===== src/rtl/eba_pkg.sv =====
// Overview of operation
// - Provide 512 separate nonvolatile bytes, each readable and writable on its own.
// - Address, data and control registers sit in the processor I/O register space.
// - Writes are timed internally; the strobe bit shows when another byte may go.
// - A write starts only through the armed two-step sequence software must follow.
// - A read stalls the CPU for four clock cycles, two if the same control write also starts a write.
// - Starting a write stalls the CPU for two clock cycles.
// - Byte address is nine bits: bit 8 high register, bits 7..0 low register.
// - Address pair bits 15..9 are read-only and always read zero.
// - Byte addresses 0 to 511 map linearly onto the array.
// - Address content is unspecified after reset; software loads it before any access.
// - Arm bit clears four cycles after set; strobe only starts a write while armed.
// - Write strobe clears itself when the write time has elapsed.
// - During a write, reads are refused and the address cannot change.
// - Mode 00 erase and write, 01 erase only, 10 write only, 11 reserved.
package eba_pkg;

    // ========================================================================
    // I/O register offsets
    localparam logic [5:0] EBA_OFS_CTRL      = 6'h1f;
    localparam logic [5:0] EBA_OFS_DATA      = 6'h20;
    localparam logic [5:0] EBA_OFS_ADDR_LOW  = 6'h21;
    localparam logic [5:0] EBA_OFS_ADDR_HIGH = 6'h22;

    // ========================================================================
    // Control register fields
    localparam int EBA_BIT_READ_STROBE  = 0;
    localparam int EBA_BIT_WRITE_STROBE = 1;
    localparam int EBA_BIT_MASTER_ARM   = 2;
    localparam int EBA_BIT_READY_IE     = 3;
    localparam int EBA_BIT_PROG_MODE_LO = 4;
    localparam int EBA_BIT_PROG_MODE_HI = 5;

    localparam int         EBA_ADDR_W    = 9;
    localparam int         EBA_DEPTH     = 512;
    localparam logic [1:0] EBA_MODE_RST  = 2'h0;
    localparam logic [8:0] EBA_ADDR_RST  = 9'h000;
    localparam logic [7:0] EBA_DATA_RST  = 8'h00;
    localparam logic [7:0] EBA_ERASED    = 8'hff;

    typedef enum logic [1:0] {
        EBA_MODE_ATOMIC = 2'h0,
        EBA_MODE_ERASE  = 2'h1,
        EBA_MODE_WRITE  = 2'h2,
        EBA_MODE_RSVD   = 2'h3
    } eba_mode_t;

    typedef enum logic [1:0] {
        EBA_ST_IDLE = 2'h0,
        EBA_ST_PROG = 2'h1,
        EBA_ST_DONE = 2'h3
    } eba_state_t;

    // ========================================================================
    // Timing
    localparam logic [2:0] EBA_ARM_CYCLES         = 3'h4;
    localparam logic [2:0] EBA_READ_STALL_CYCLES  = 3'h4;
    localparam logic [2:0] EBA_WRITE_STALL_CYCLES = 3'h2;
    // Times are in steps of 100 us and the period in ns, so the products stay inside an int.
    localparam int EBA_CLK_PERIOD_NS     = 4;
    localparam int EBA_ATOMIC_TIME_US100 = 34;
    localparam int EBA_SPLIT_TIME_US100  = 18;
    localparam int EBA_ATOMIC_CYCLES =
        (EBA_ATOMIC_TIME_US100 * 100000 + EBA_CLK_PERIOD_NS - 1) / EBA_CLK_PERIOD_NS;
    localparam int EBA_SPLIT_CYCLES =
        (EBA_SPLIT_TIME_US100 * 100000 + EBA_CLK_PERIOD_NS - 1) / EBA_CLK_PERIOD_NS;
    localparam int EBA_CNT_W = 20;

endpackage


===== src/rtl/eba_array.sv =====
`timescale 1ns/1ps
module eba_array
    import eba_pkg::*;
(
    input  wire logic                  clk,
    input  wire logic [EBA_ADDR_W-1:0] addr,
    input  wire logic                  prog_en,
    input  wire eba_mode_t             mode,
    input  wire logic [7:0]            wr_data,
    output      logic [7:0]            rd_data
);

    // ========================================================================
    // Byte array
    // Left without reset: the content models nonvolatile storage.
    logic [7:0] mem [EBA_DEPTH];
    logic [7:0] prog_value;

    assign rd_data = mem[addr];

    always_comb begin
        case (mode)
            EBA_MODE_ATOMIC: prog_value = wr_data;
            EBA_MODE_ERASE:  prog_value = EBA_ERASED;
            EBA_MODE_WRITE:  prog_value = mem[addr] & wr_data;
            default:         prog_value = mem[addr];
        endcase
    end

    always_ff @(posedge clk) begin
        if (prog_en) begin
            mem[addr] <= prog_value;
        end
    end

endmodule


===== src/rtl/eba_top.sv =====
`timescale 1ns/1ps
module eba_top
    import eba_pkg::*;
#(
    parameter int ATOMIC_CYCLES = EBA_ATOMIC_CYCLES,
    parameter int SPLIT_CYCLES  = EBA_SPLIT_CYCLES
)(
    input  wire logic       clk,
    input  wire logic       rst,
    input  wire logic [5:0] io_addr,
    input  wire logic       io_we,
    input  wire logic       io_re,
    input  wire logic [7:0] io_wdata,
    output      logic [7:0] io_rdata,
    output      logic       cpu_stall,
    output      logic       busy,
    output      logic       ready_pulse
);

    generate
        if (ATOMIC_CYCLES < 2 || ATOMIC_CYCLES >= (1 << EBA_CNT_W) ||
            SPLIT_CYCLES < 2 || SPLIT_CYCLES >= (1 << EBA_CNT_W)) begin : g_bad
            $error("Write cycle counts do not fit the program counter.");
        end
    endgenerate

    // ========================================================================
    // State
    logic [EBA_ADDR_W-1:0] addr_reg,      addr_next;
    logic [7:0]            data_reg,      data_next;
    logic [7:0]            wdata_reg,     wdata_next;
    eba_mode_t             mode_reg,      mode_next;
    logic                  ie_reg,        ie_next;
    logic                  arm_reg,       arm_next;
    logic [2:0]            arm_cnt_reg,   arm_cnt_next;
    logic                  strobe_reg,    strobe_next;
    logic [2:0]            stall_cnt_reg, stall_cnt_next;
    logic                  stall_reg,     stall_next;
    eba_state_t            state_reg,     state_next;
    logic [EBA_CNT_W-1:0]  prog_cnt_reg,  prog_cnt_next;
    logic                  ready_reg,     ready_next;
    logic [7:0]            rdata_reg,     rdata_next;
    logic [7:0]            array_rd;
    logic                  prog_en;
    logic                  wr_ctrl;
    logic                  read_ok;
    logic                  write_ok;

    function automatic logic hit(input logic [5:0] a, input logic [5:0] ofs);
        hit = (a == ofs);
    endfunction

    assign wr_ctrl  = io_we && hit(io_addr, EBA_OFS_CTRL);
    // A read while programming would see a half-written cell, so it is dropped.
    assign read_ok  = wr_ctrl && io_wdata[EBA_BIT_READ_STROBE] && !strobe_reg;
    assign write_ok = wr_ctrl && io_wdata[EBA_BIT_WRITE_STROBE] && arm_reg &&
                      !strobe_reg && (mode_reg != EBA_MODE_RSVD);
    assign prog_en  = (state_reg == EBA_ST_DONE);

    eba_array u_array (
        .clk     (clk),
        .addr    (addr_reg),
        .prog_en (prog_en),
        .mode    (mode_reg),
        .wr_data (wdata_reg),
        .rd_data (array_rd)
    );

    // ========================================================================
    // Register file and access sequencing
    always_comb begin
        addr_next      = addr_reg;
        data_next      = data_reg;
        wdata_next     = wdata_reg;
        mode_next      = mode_reg;
        ie_next        = ie_reg;
        arm_next       = arm_reg;
        arm_cnt_next   = arm_cnt_reg;
        strobe_next    = strobe_reg;
        stall_cnt_next = (stall_cnt_reg != 3'h0) ? stall_cnt_reg - 3'h1 : 3'h0;
        state_next     = state_reg;
        prog_cnt_next  = prog_cnt_reg;
        ready_next     = 1'b0;
        rdata_next     = 8'h00;

        // The arm bit lives exactly four cycles, then drops.
        if (arm_cnt_reg != 3'h0) begin
            arm_cnt_next = arm_cnt_reg - 3'h1;
            arm_next     = (arm_cnt_reg != 3'h1);
        end

        if (io_we && !strobe_reg) begin
            if (hit(io_addr, EBA_OFS_ADDR_LOW)) begin
                addr_next[7:0] = io_wdata;
            end
            if (hit(io_addr, EBA_OFS_ADDR_HIGH)) begin
                addr_next[8] = io_wdata[0];
            end
        end
        if (io_we && hit(io_addr, EBA_OFS_DATA)) begin
            data_next = io_wdata;
        end
        if (wr_ctrl) begin
            ie_next = io_wdata[EBA_BIT_READY_IE];
            if (!strobe_reg) begin
                mode_next = eba_mode_t'({io_wdata[EBA_BIT_PROG_MODE_HI],
                                         io_wdata[EBA_BIT_PROG_MODE_LO]});
            end
            if (io_wdata[EBA_BIT_MASTER_ARM] && !write_ok) begin
                arm_next     = 1'b1;
                arm_cnt_next = EBA_ARM_CYCLES;
            end
        end

        if (read_ok) begin
            data_next      = array_rd;
            stall_cnt_next = EBA_READ_STALL_CYCLES;
        end

        case (state_reg)
            EBA_ST_IDLE: begin
                if (write_ok) begin
                    strobe_next    = 1'b1;
                    arm_next       = 1'b0;
                    arm_cnt_next   = 3'h0;
                    wdata_next     = data_reg;
                    stall_cnt_next = EBA_WRITE_STALL_CYCLES;
                    state_next     = EBA_ST_PROG;
                    prog_cnt_next  = (mode_reg == EBA_MODE_ATOMIC) ?
                                     EBA_CNT_W'(ATOMIC_CYCLES - 2) :
                                     EBA_CNT_W'(SPLIT_CYCLES - 2);
                end
            end
            EBA_ST_PROG: begin
                if (prog_cnt_reg == '0) begin
                    state_next = EBA_ST_DONE;
                end else begin
                    prog_cnt_next = prog_cnt_reg - EBA_CNT_W'(1);
                end
            end
            EBA_ST_DONE: begin
                strobe_next = 1'b0;
                ready_next  = 1'b1;
                state_next  = EBA_ST_IDLE;
            end
            default: begin
                state_next  = EBA_ST_IDLE;
                strobe_next = 1'b0;
            end
        endcase

        stall_next = (stall_cnt_next != 3'h0);

        if (io_re) begin
            case (io_addr)
                EBA_OFS_CTRL:      rdata_next = {2'h0, mode_reg, ie_reg, arm_reg,
                                                 strobe_reg, 1'b0};
                EBA_OFS_DATA:      rdata_next = data_reg;
                EBA_OFS_ADDR_LOW:  rdata_next = addr_reg[7:0];
                EBA_OFS_ADDR_HIGH: rdata_next = {7'h00, addr_reg[8]};
                default:           rdata_next = 8'h00;
            endcase
        end
    end

    // Address reset is only for determinism; software must still load it.
    always_ff @(posedge clk) begin
        if (rst) begin
            addr_reg      <= EBA_ADDR_RST;
            data_reg      <= EBA_DATA_RST;
            wdata_reg     <= EBA_DATA_RST;
            mode_reg      <= EBA_MODE_ATOMIC;
            ie_reg        <= 1'b0;
            arm_reg       <= 1'b0;
            arm_cnt_reg   <= 3'h0;
            strobe_reg    <= 1'b0;
            stall_cnt_reg <= 3'h0;
            stall_reg     <= 1'b0;
            state_reg     <= EBA_ST_IDLE;
            prog_cnt_reg  <= '0;
            ready_reg     <= 1'b0;
            rdata_reg     <= 8'h00;
        end else begin
            addr_reg      <= addr_next;
            data_reg      <= data_next;
            wdata_reg     <= wdata_next;
            mode_reg      <= mode_next;
            ie_reg        <= ie_next;
            arm_reg       <= arm_next;
            arm_cnt_reg   <= arm_cnt_next;
            strobe_reg    <= strobe_next;
            stall_cnt_reg <= stall_cnt_next;
            stall_reg     <= stall_next;
            state_reg     <= state_next;
            prog_cnt_reg  <= prog_cnt_next;
            ready_reg     <= ready_next;
            rdata_reg     <= rdata_next;
        end
    end

    assign io_rdata    = rdata_reg;
    assign cpu_stall   = stall_reg;
    assign busy        = strobe_reg;
    assign ready_pulse = ready_reg;

    // ========================================================================
    // Check helpers
    // Counts busy cycles so the full write length can be checked without long repetitions.
    logic [EBA_CNT_W-1:0] busy_len_reg, busy_len_next;
    logic [EBA_CNT_W-1:0] busy_len_exp;

    always_comb begin
        busy_len_next = busy ? busy_len_reg + EBA_CNT_W'(1) : '0;
        busy_len_exp  = (mode_reg == EBA_MODE_ATOMIC) ? EBA_CNT_W'(ATOMIC_CYCLES) :
                                                        EBA_CNT_W'(SPLIT_CYCLES);
    end

    always_ff @(posedge clk) begin
        if (rst) begin
            busy_len_reg <= '0;
        end else begin
            busy_len_reg <= busy_len_next;
        end
    end
endmodule

===== config.mk =====
export PLATFORM = sky130hd
export DESIGN_NAME = eba_top
export DESIGN_NICKNAME = d
export VERILOG_FILES = /design/src/rtl/eba_pkg.sv /design/src/rtl/eba_array.sv /design/src/rtl/eba_top.sv
export SDC_FILE = /design/constraint.sdc
export NUM_CORES = 2
export LEC_CHECK = 0
export ABC_AREA = 1
export BUFFER_PORTS_ARGS = -buffer_cell sky130_fd_sc_hd__buf_2
export CAP_MARGIN = 10
export CELL_PAD_IN_SITES_DETAIL_PLACEMENT = 0
export CELL_PAD_IN_SITES_GLOBAL_PLACEMENT = 1
export CORE_ASPECT_RATIO = 1.75
export CORE_MARGIN = 2
export CORE_UTILIZATION = 56
export DETAILED_ROUTE_END_ITERATION = 12
export PLACE_DENSITY_LB_ADDON = 0.12
export SYNTH_ARGS = -nofsm -noshare
export SYNTH_HDL_FRONTEND = slang
export SYNTH_SLANG_ARGS = --single-unit

===== constraint.sdc =====
create_clock -name clk -period 27.1 [get_ports clk]
set_input_delay 8.13 -clock clk [delete_from_list [all_inputs] [get_ports clk]]
set_output_delay 8.13 -clock clk [all_outputs]
set_load 0.005 [all_outputs]

==> reports/summary.txt <==
Vias in the first global route: 109043
Reg clk slew, reported paths: 60 ps
CTS buffer count: 371
Gpl congestion: 0.849
Achievable Freq: 96.2 MHz
Largest net degree at the start of global routing: 190
Setup crit start: addr_reg[0]
Synth top area share: 73.1%
Final Cycle Share: 38.3%
Switching Power: 2450 µW
Wire per inst: 26.0 µm
Post-synth cell types: 39
DR vias: 110924
Initial antenna violation count: 16
PostCTS Resize Cnt: 0
Global route hottest layer: met2
Layout cell share with drive strength beyond 1: 5.41%
H-tree depth: 5
Hold buffers post-CTS: 0
CTS max path bufs: 4
Actual slew at the worst max-slew pin: 1440 ps
Critical Path End Type: register
Crit path DAT: 11000 ps
Routed WL: 489000 µm
Clk Latency, worst-skew pair: 940 ps
First-pass GRT wire length: 710000 µm
Cells after synthesis: 14903
Crit-path max FO: 124
Global-route total usage across every layer: 31.8%
CP required: 27710 ps
Pre-antenna DRT Iters: 6
Die Area: 305000 µm²
Pleak: 0.0673 µW
Setup-failing EPs final: 0
Input/output buffers: 28
Leading area contributor after synthesis: edfxtp_1
Final Hold Viols: 0
Number of remaining DRC errors: 0
Pwr Total: 12500 µW
Core area: 299000 µm²
Cell family with most CP delay: buffers and inverters
Final global-route overflow total: 0
Vias per cell: 5.89
CP Class: register to register
Sequential power share: 56.1%
EDFF count, synth: 4096
Rel. slew slack: 4.18%
Site Rows: 266
CP max stage delay: 910 ps
Largest register FFs: 4096
Nets: 14672
CTS tree: yes
Antenna Violating Nets Remaining: 0
Top FF cell, synth: edfxtp_1
Most instantiated cells after synthesis: nand2_1 (6909), edfxtp_1 (4096), nor2_1 (1224), nand3_1 (865), nand4_1 (476)
Worst Path Buf+Inv: 11
Most common cell in the netlist: nand2_1
Global-route met3 utilization: 4.33%
Max-cap violations: 0
Status: completed
FFs w/ async S/R, synth: 0%
Detailed placement HPWL: 277000 µm
Initial Util: 56.2%
Clock Skew: 48.1 ps
Sw Ratio: 19.7%
DRT iter0 DRCs: 11741
Unrepaired setup endpoints after global routing: no
Int Power: 10000 µW
IO Pins: 29
Met2 global-route usage: 54.3%
Fin Setup TNS: 0 ps
Comb pwr share: 1.1%
CTS sink count: 4164
Clk pwr share: 42.8%
Hold Crit Start: data_reg[1]
Final non-filler cell total: 18838
Syn_area_per_cell: 11.3 µm²
Min-Delay Path Class: register to register
Synth Warn #: 0
Sequential fraction of the synthesis area: 74.0%
Total power per unit cell area: 67.8 nW/µm²
#FFs+latches synth: 4164
Cell Area, Synth: 168000 µm²
Worst vdd ir: 0.0000641 V
Final Critical Period: 10390 ps
R2r startpoint: addr_reg[0]
Met1 GRT Util: 39.1%
Synth area leaders: edfxtp_1 (73%), nand2_1 (15%), nor2_1 (2.7%), nand3_1 (2.6%), nand4_1 (1.8%)
Clk root buf: clkbuf_16
Die Height: 729 µm
Inst Count DP: 18161
Postcts setup bufs: 0
CP Launch Type: register
Syn_nets: 14927
Die width: 418 µm
Synthesis-to-layout area growth: 9.13%
Crit path max-delay cell type: buf_4
Final Max Slew Viols: 0
routing by layer:
metal,wire (µm),vias up
met5,26,-
met2,244000,4844
met4,29600,4
li1,-,50107
met3,37300,1064
met1,178000,54905
stage by stage:
step	area [µm²]	hold slack [ps]	util (%)	setup slack [ps]
finish	184000	479	61.3	16710
global placement	171000	465	57.3	16560
detailed placement	171000	468	57.3	16620
CTS	183000	478	61.3	16730
global route	183000	489	61.3	16310
floorplan	168000	430	-	17430
cells in the final DEF, fill, tap and decap left out, drive strengths merged:
master and n:
nor2 1233, a22oi 2, ha 6, xor2 3
a311oi 1, nand2 6913, dfxtp 68, clkinvlp 24
nand3 865, buf 214, a21oi 115, inv 90
a211oi 3, or3 3, o21ai 124, nor4 3
o211ai 1, o22ai 11, clkinv 143, a31oi 12
nor3 28, o221ai 1, diode 17, bufinv 43
edfxtp 4096, or2 6, xnor2 1, nand4 476
o21a 3, clkbuf 445, nor3b 2
tightest hold or removal path, delay by kind of cell (launching register included):
family	cells	cell delay [ps]
AO/OA/AOI/OAI	1	60
flip-flops	1	310
AND/OR/NAND/NOR	1	60
layout make-up:
class | instances | area (µm²)
Inverter | 85 | 413
Timing Repair Buffer | 214 | 1900
Multi-Input combinational cell | 9812 | 39900
Clock inverter | 215 | 2210
Sequential cell | 4164 | 124000
Tap cell | 3886 | 4860
Clock buffer | 445 | 9800
Fill cell | 23732 | 116000
Antenna cell | 17 | 42.5
path summary, 6_finish.rpt:
path	endpoint	slack (ps)	cells after the start
worst min-delay path	data_reg[1]	480	2
worst max register to register	u_array.mem[252][0]	16710	26
worst min register to register	data_reg[1]	480	2
worst max-delay path	u_array.mem[252][0]	16710	26
kinds of logic (layout without fill, tap and decap cells):
family          count (synthesis)  after routing  synth area share, %
simple gates                 9529           9529                 22.7
flops                        4164           4164                 74.0
buf+inv                       927            959                 2.43
fa+ha+maj                       6              6               0.0446
other cells                     0             17                    0
compound gates                273            273                0.847
xor+xnor                        4              4               0.0208
power groups by stage:
| stage | registers (µW) | clock network (µW) | logic [µW] |
|---|---|---|---|
| 2_1_floorplan | 7130 | 0 | 80.9 |
| 3_3_place_gp | 7120 | 0 | 134 |
| 3_5_place_dp | 7120 | 0 | 136 |
| 4_1_cts | 6980 | 5380 | 136 |
| 5_1_grt | 6980 | 5610 | 148 |
| 6_report | 6980 | 5330 | 137 |
No activity file was read; power rests on OpenSTA's default activity.
